## src/cspsw_pkg.sv

```systemverilog
// Package for the cyclic synchronous position status word block.
// Assumes a single 40 MHz clock domain and an Avalon-MM register slave.
package cspsw_pkg;

  // ***************************************************************
  // Status word and control word bit positions
  // ***************************************************************
  localparam int SW_TORQUE     = 15;
  localparam int SW_FOLLOW     = 13;
  localparam int SW_ACCEPT     = 12;
  localparam int SW_ILIMIT     = 11;
  localparam int SW_REMOTE     = 9;
  localparam int SW_WARN       = 7;
  localparam int SW_VOLTAGE    = 4;
  localparam int CTRL_HALT     = 8;

  // ***************************************************************
  // Register map (byte addresses, word aligned)
  // ***************************************************************
  localparam logic [3:0] ADDR_STATUS_WORD  = 4'h0;
  localparam logic [3:0] ADDR_CONTROL_WORD = 4'h4;
  localparam logic [3:0] ADDR_FOLLOW_WIN   = 4'h8;
  localparam logic [3:0] ADDR_IRQ_STATUS   = 4'hc;
  localparam logic [3:0] ADDR_IRQ_ENABLE   = 4'h0; // unused alias guard, see decode
  localparam logic [5:0] ADDR6_IRQ_ENABLE  = 6'h10;
  localparam logic [5:0] ADDR6_IRQ_CLEAR   = 6'h14;

  // ***************************************************************
  // Reset values and alarm codes
  // ***************************************************************
  localparam logic [15:0] CTRL_RESET       = 16'h0000;
  localparam logic [31:0] FOLLOW_WIN_RESET = 32'h0000_ffff;
  localparam logic [7:0]  ALARM_DEVIATION  = 8'h10;
  localparam logic [7:0]  ALARM_OVERLOAD   = 8'h30;
  localparam int          IRQ_BITS         = 4;

  // Interrupt sources
  localparam int IRQ_FOLLOW = 0;
  localparam int IRQ_ACCEPT_LOST = 1;
  localparam int IRQ_ILIMIT = 2;
  localparam int IRQ_WARN = 3;

  typedef enum logic [0:0] {
    CSPSW_IDLE = 1'b0,
    CSPSW_RESP = 1'b1
  } cspsw_bus_e;

  typedef struct packed {
    logic fwd_sensor;
    logic rev_sensor;
    logic fwd_prohibit;
    logic rev_prohibit;
    logic soft_limit;
    logic mech_limit;
  } cspsw_limits_s;

  typedef struct packed {
    cspsw_bus_e           bus;
    logic [31:0]          readdata;
    logic [15:0]          control_word;
    logic [31:0]          follow_win;
    logic                 follow_err;
    logic                 remote;
    logic [IRQ_BITS-1:0]  irq_status;
    logic [IRQ_BITS-1:0]  irq_enable;
    logic [15:0]          status_word;
    logic                 accept;
  } cspsw_state_s;

endpackage

```

## src/cspsw_status_word.sv

```systemverilog
// Status word logic for cyclic synchronous position mode, with register slave.
// Assumes all inputs are synchronous to mclk and the master obeys Avalon-MM.
//
// Operation
// Bit 15 follows the torque-limit input: 1 while the load sits at peak torque.
// Bit 13 sets when the absolute position deviation exceeds the following window.
// Bit 13 clears only on reset of a deviation (10h) or overload (30h) alarm.
// Bit 12 is 0 and targets are dropped when not enabled, unexcited, halted, stopped or limited.
// Bit 12 is 1 and targets are accepted when no disabling condition holds.
// Bit 11 is 1 while any sensor, prohibit, software or mechanism limit is active.
// Bit 9 becomes 1 once initialization has completed.
// Bit 7 follows the warning condition and needs no acknowledge.
// Bit 4 is 1 while main power is supplied, whatever the state.
// Control word bit 8 halts motion at once; writing 0 allows operation again.
// Bits 14, 10 and 8 read 0 and bits 6, 5 and 3 to 0 carry the state machine code.
//
// Added by the designer: the Avalon-MM interface to the registers and the register addresses.
`timescale 1ns/1ps
module cspsw_status_word #(
  parameter int POS_W = 32
) (
  input  wire logic                    mclk,
  input  wire logic                    sys_rst,
  input  wire logic [5:0]              avs_address,
  input  wire logic                    avs_read,
  input  wire logic                    avs_write,
  input  wire logic [31:0]             avs_writedata,
  input  wire logic [3:0]              avs_byteenable,
  output logic [31:0]                  avs_readdata,
  output logic                         avs_waitrequest,
  input  wire logic                    torque_limit_flag,
  input  wire logic [POS_W-1:0]        position_deviation,
  input  wire logic                    alarm_reset,
  input  wire logic [7:0]              alarm_code,
  input  wire logic                    op_enabled,
  input  wire logic                    motor_excited,
  input  wire logic                    stop_input,
  input  wire cspsw_pkg::cspsw_limits_s limits,
  input  wire logic                    init_done,
  input  wire logic                    warning_active,
  input  wire logic                    main_power,
  input  wire logic [6:0]              state_code,
  input  wire logic                    target_valid,
  input  wire logic [POS_W-1:0]        target_in,
  output logic                         target_accept,
  output logic [POS_W-1:0]             target_out,
  output logic                         halt_motion,
  output logic [15:0]                  drive_status_word,
  output logic                         irq
);
  import cspsw_pkg::*;

  initial begin
    if (POS_W < 2 || POS_W > 32) begin
      $error("POS_W must be 2..32");
    end
  end

  // ***************************************************************
  // State
  // ***************************************************************
  cspsw_state_s             st;
  cspsw_state_s             next_st;
  logic [POS_W-1:0]         target_q;
  logic [POS_W-1:0]         next_target_q;
  logic                     target_vq;
  logic                     next_target_vq;

  function automatic logic [31:0] merge_be(input logic [31:0] old, input logic [31:0] wd,
                                           input logic [3:0] be);
    logic [31:0] r;
    r = old;
    for (int i = 0; i < 4; i++) begin
      if (be[i]) begin
        r[i*8 +: 8] = wd[i*8 +: 8];
      end
    end
    return r;
  endfunction

  function automatic logic [POS_W-1:0] abs_dev(input logic [POS_W-1:0] d);
    return d[POS_W-1] ? POS_W'(-d) : d;
  endfunction

  // Addresses that return data; the clear register is write-only and reads 0
  function automatic logic reg_readable(input logic [5:0] a);
    return a == 6'h00 || a == 6'h04 || a == 6'h08 || a == 6'h0c || a == ADDR6_IRQ_ENABLE;
  endfunction

  logic       internal_limit;
  logic       disabled;
  logic       dev_over;
  logic       follow_clear;
  logic [3:0] events;
  logic       hit;
  logic [31:0] ctrl_m;

  // ***************************************************************
  // Combinational next state
  // ***************************************************************
  always_comb begin
    next_st = st;
    next_target_q = target_q;
    next_target_vq = 1'b0;
    internal_limit = |limits;
    // Halt takes effect from the control word register directly
    disabled = !op_enabled || !motor_excited || st.control_word[CTRL_HALT]
               || stop_input || internal_limit;
    dev_over = 32'(abs_dev(position_deviation)) > st.follow_win;
    follow_clear = alarm_reset && (alarm_code == ALARM_DEVIATION || alarm_code == ALARM_OVERLOAD);
    // Set wins over clear so a fresh deviation is never lost
    if (follow_clear) begin
      next_st.follow_err = 1'b0;
    end
    if (dev_over) begin
      next_st.follow_err = 1'b1;
    end
    if (init_done) begin
      next_st.remote = 1'b1;
    end
    next_st.accept = !disabled;
    // Targets are latched only when accepted, otherwise discarded
    if (target_valid && !disabled) begin
      next_target_q = target_in;
      next_target_vq = 1'b1;
    end
    next_st.status_word = 16'h0000;
    next_st.status_word[SW_TORQUE] = torque_limit_flag;
    next_st.status_word[SW_FOLLOW] = next_st.follow_err;
    next_st.status_word[SW_ACCEPT] = !disabled;
    next_st.status_word[SW_ILIMIT] = internal_limit;
    next_st.status_word[SW_REMOTE] = next_st.remote;
    next_st.status_word[SW_WARN] = warning_active;
    next_st.status_word[6:0] = state_code;
    next_st.status_word[SW_VOLTAGE] = main_power;

    events = '0;
    events[IRQ_FOLLOW] = dev_over && !st.follow_err;
    events[IRQ_ACCEPT_LOST] = disabled && st.accept;
    events[IRQ_ILIMIT] = internal_limit && !st.status_word[SW_ILIMIT];
    events[IRQ_WARN] = warning_active && !st.status_word[SW_WARN];

    // Register slave: one wait cycle on every access. A write lands only at the answering
    // edge, where the master sees waitrequest low, so a stretched request never writes twice
    hit = reg_readable(avs_address);
    ctrl_m = merge_be({16'h0000, st.control_word}, avs_writedata, avs_byteenable);
    unique case (st.bus)
      CSPSW_IDLE: begin
        if (avs_read || avs_write) begin
          next_st.bus = CSPSW_RESP;
          next_st.readdata = 32'h0000_0000;
          unique case (avs_address)
            6'h00: next_st.readdata = {16'h0000, st.status_word};
            6'h04: next_st.readdata = {16'h0000, st.control_word};
            6'h08: next_st.readdata = st.follow_win;
            6'h0c: next_st.readdata = {{(32-IRQ_BITS){1'b0}}, st.irq_status};
            ADDR6_IRQ_ENABLE: next_st.readdata = {{(32-IRQ_BITS){1'b0}}, st.irq_enable};
            default: next_st.readdata = 32'h0000_0000;
          endcase
        end
      end
      CSPSW_RESP: begin
        next_st.bus = CSPSW_IDLE;
        if (avs_write) begin
          unique case (avs_address)
            6'h04: next_st.control_word = ctrl_m[15:0];
            6'h08: next_st.follow_win = merge_be(st.follow_win, avs_writedata, avs_byteenable);
            ADDR6_IRQ_ENABLE: next_st.irq_enable = avs_writedata[IRQ_BITS-1:0];
            ADDR6_IRQ_CLEAR: next_st.irq_status = st.irq_status & ~avs_writedata[IRQ_BITS-1:0];
            default: next_st.bus = CSPSW_IDLE;
          endcase
        end
      end
    endcase
    next_st.irq_status = next_st.irq_status | events;
  end

  // ***************************************************************
  // Registers
  // ***************************************************************
  always_ff @(posedge mclk or posedge sys_rst) begin
    if (sys_rst) begin
      st <= '{bus: CSPSW_IDLE, readdata: 32'h0000_0000, control_word: CTRL_RESET,
              follow_win: FOLLOW_WIN_RESET, follow_err: 1'b0, remote: 1'b0,
              irq_status: '0, irq_enable: '0, status_word: 16'h0000, accept: 1'b0};
      target_q <= '0;
      target_vq <= 1'b0;
    end else begin
      st <= next_st;
      target_q <= next_target_q;
      target_vq <= next_target_vq;
    end
  end

  assign avs_waitrequest = (avs_read || avs_write) && st.bus == CSPSW_IDLE;
  assign avs_readdata = st.readdata;
  assign drive_status_word = st.status_word;
  assign halt_motion = st.control_word[CTRL_HALT];
  assign target_out = target_q;
  assign target_accept = target_vq;
  assign irq = |(st.irq_status & st.irq_enable);
endmodule

```

## config.mk

```make
export PLATFORM = sky130hd
export DESIGN_NAME = cspsw_status_word
export DESIGN_NICKNAME = d
export VERILOG_FILES = /design/src/cspsw_pkg.sv /design/src/cspsw_status_word.sv
export SDC_FILE = /design/constraint.sdc
export NUM_CORES = 1
export LEC_CHECK = 0
export BUFFER_PORTS_ARGS = -buffer_cell sky130_fd_sc_hd__buf_2
export CORE_ASPECT_RATIO = 1.4
export CORE_MARGIN = 8
export CORE_UTILIZATION = 52
export CTS_CLUSTER_SIZE = 20
export DETAILED_ROUTE_END_ITERATION = 10
export PLACE_DENSITY = 0.82
export SYNTH_ARGS = -nofsm -noshare
export SYNTH_HDL_FRONTEND = slang
export SYNTH_SLANG_ARGS = --single-unit
```

## constraint.sdc

```tcl
create_clock -name mclk -period 6.11 [get_ports mclk]
set_input_delay 0.9165 -clock mclk [delete_from_list [all_inputs] [get_ports mclk]]
set_output_delay 0.9165 -clock mclk [all_outputs]
set_load 0.02 [all_outputs]
```

==> flow_metrics.env <==
export IMPL_cts_resized=0
export IMPL_ff2ff_path_depth=7
export IMPL_clock_root_buffer="clkbuf_16"
export IMPL_rsz0062_at_grt="false"
export IMPL_grt_met2_usage=0.3692
export IMPL_synth_main_ff_cell="dfrtp_1"
export IMPL_synth_seq_cells=135
export IMPL_cts_setup_buffers=0
export IMPL_drc=0
export IMPL_ios=224
export IMPL_required_ns=6.45
export IMPL_cts_max_level=4
export IMPL_p_leak_nw=4.396
export IMPL_drt_iter0_drc=282
export IMPL_finalSetupViolCount=0
export IMPL_hold_violations=0
export IMPL_slowest_stage="or3b_2"
export IMPL_cts_sinks=135
export IMPL_vias=5470
export IMPL_period_needed_ns=3.824
export IMPL_post_route_period_util=0.6258
export IMPL_final_common_cell="buf_2"
export IMPL_skew_ns=0.007883
export IMPL_cts_buffer_depth=2
export IMPL_drive_above_1_share=0.4488
export IMPL_status="completed"
export IMPL_grt_pass1_vias=5889
export IMPL_max_freq_mhz=261.5
export IMPL_routabilityCongestion=0.9234
export IMPL_die_x_um=116.0
export IMPL_cp_end_kind="register"
export IMPL_num_rows=51
export IMPL_finalNetCount=1000
export IMPL_drv_slew=0
export IMPL_io_buffers=218
export IMPL_drtPass1Iterations=5
export IMPL_die_area_mm2=0.01810
export IMPL_dp_hpwl_um=14480
export IMPL_syn_area_mm2=0.007281
export IMPL_avgSynthCellArea_um2=11.12
export IMPL_insertion_delay_ns=0.41
export IMPL_area_delta_synth_final_pct=20.05
export IMPL_setup_tns_ns=0
export IMPL_max_slew_margin=0.2021
export IMPL_cts_made_buffers=17
export IMPL_critPathKind="in -> reg"
export IMPL_p_total_mw=2.240
export IMPL_peakVddDrop_mv=0.2059
export IMPL_post_drt_wl_per_cell_um=17.94
export IMPL_async_flop_share=1.000
export IMPL_crit_family="simple AND/OR/NAND/NOR gates"
export IMPL_grtUsageMet3=0.07478
export IMPL_worst_pin_slew_ns=1.187
export IMPL_min_path_type="reg -> reg"
export IMPL_yosys_top_cells_area="dfrtp_1 41%, mux2_2 13%, dfstp_2 5.8%, ha_1 5.7%, buf_4 5.3%"
export IMPL_antenna_cells=0
export IMPL_p_per_area_mw_per_mm2=256.3
export IMPL_grt_max_degree=82
export IMPL_maxCapViolCount=0
export IMPL_yosys_area_top_type="dfrtp_1"
export IMPL_wirelength_um=18390
export IMPL_ctsHoldBuffers=0
export IMPL_worst_path_buf_inv=2
export IMPL_crit_fanout=4
export IMPL_min_path_cells=2
export IMPL_startpoint_type="input pin"
export IMPL_whs_ns=0.4579
export IMPL_routed_via_density=5.337
export IMPL_placed_cell_area_mm2=0.008150
export IMPL_initial_core_util=0.5282
export IMPL_layout_common_cells="218 x buf_2, 119 x dfrtp_1, 85 x mux2_2"
export IMPL_synth_yosys_warnings=0
export IMPL_final_antenna_net_count=0
export IMPL_path_cells="buf_2 -> inv_1 -> ha_1 -> or3b_2 -> or2_1 -> nand2b_4 -> o31ai_1 -> xnor2_1 -> ha_1 -> nand4_1 -> nor3_1 -> a21boi_0 -> o311ai_0 -> nand3_1"
export IMPL_cpPeakStageDelay_ns=0.51
export IMPL_core_mm2=0.01378
export IMPL_path_depth=14
export IMPL_met1_usage=0.2234
export IMPL_synth_top_cell_area_share=0.4090
export IMPL_synthCells=655
export IMPL_critPathArrivalTime_ns=4.17
export IMPL_synth_cell_type_count=60
export IMPL_synth_yosys_seq_area_share=0.4667
export IMPL_cts_tree="built"
export IMPL_grt_pass1_wl_um=29030
export IMPL_top_usage_layer="met2"
export IMPL_path_common_cell="ha_1"
export IMPL_design_area_mm2=0.008741
export IMPL_clkSlewWorstSetupHoldPaths_ns=0.06
export IMPL_synth_edff_count=0
export IMPL_grt_ovfl_total=0
export IMPL_die_y_um=156.0
export IMPL_antenna_found_initial=0
export IMPL_grt_total_usage=0.2058
[state kept, by name (all words and copies together), names as in the netlist]
signal and flops:
drive_status_word 13, halt_motion 1, target_accept 1, target_out 32, st 56, avs_readdata 32
[power breakdown]
group | switching, mW | internal, mW
combinational | 0.154 | 0.118
sequential | 0.0215 | 0.929
clock | 0.436 | 0.582
[routing by layer]
metal | part of all wire | up-vias
met5 | 0 | -
met1 | 0.37 | 2632
met4 | 0.0096 | 0
met2 | 0.52 | 192
met3 | 0.092 | 15
li1 | - | 2631
[stage by stage]
| stage | instances | utilization | setup WS [ns] |
|---|---|---|---|
| global placement | 993 | 0.5913 | 1.891 |
| floorplan | 657 | - | 1.609 |
| global route | 1025 | 0.6342 | 1.970 |
| finish | 1025 | 0.6342 | 2.286 |
| detailed placement | 993 | 0.5913 | 1.842 |
| CTS | 1025 | 0.6342 | 2.267 |
[layout make-up]
cell class              count  area (µm²)
fillers                  1190        5042
flip-flops and latches    135        3398
multi-input cells         410        3241
repair buffers            222        1121
clock buffers              18       429.2
well taps                 185       231.5
clock inverters            14       161.4
inverters                  41       158.9
[final timing paths]
check                                            from               endpoint  slack [ns]
worst max-delay path            position_deviation[0]  drive_status_word[13]        2.29
max in group asynchronous                     sys_rst       avs_readdata[25]        4.20
worst max register to register                 st[42]  drive_status_word[13]        3.89
worst min register to register       avs_readdata[17]       avs_readdata[17]        0.46
min in group asynchronous                     sys_rst         target_out[29]        0.53
worst min-delay path                 avs_readdata[17]       avs_readdata[17]        0.46
[logic make-up (layout without fill, tap and decap cells)]
group                      after synthesis  in the layout  synth area share
and+or+nand+nor                        158            158            0.1217
DFF                                    135            135            0.4667
buffers and inverters                  112            295           0.08919
AOI/OAI and AO/OA                      102            102           0.09881
muxes                                   85             85            0.1315
adders and majority gates               33             33           0.05671
xor gates and xnor gates                29             29           0.03489
other                                    1              3         0.0005151
[tightest hold or removal path, cell delays in order (launching register included)]
cell and delay [ns]:
dfrtp_1 0.33, nand2_1 0.05, nand2_1 0.05
[cell usage after synthesis, types with 4 or more instances]
cell type	instances
nor2_1	8
buf_1	4
buf_2	6
mux2_2	85
buf_4	51
nand4_1	9
inv_1	40
a22oi_1	5
a22o_1	7
buf_6	4
a21o_1	5
o31ai_1	8
a222oi_1	13
clkbuf_1	6
dfrtp_1	119
nand3_1	23
nand2_1	72
ha_1	33
or3_1	6
dfstp_2	16
xnor2_1	28
or4_1	4
a21oi_1	11
and3_1	5
o21ai_0	34
(Power assumes the default switching activity.)
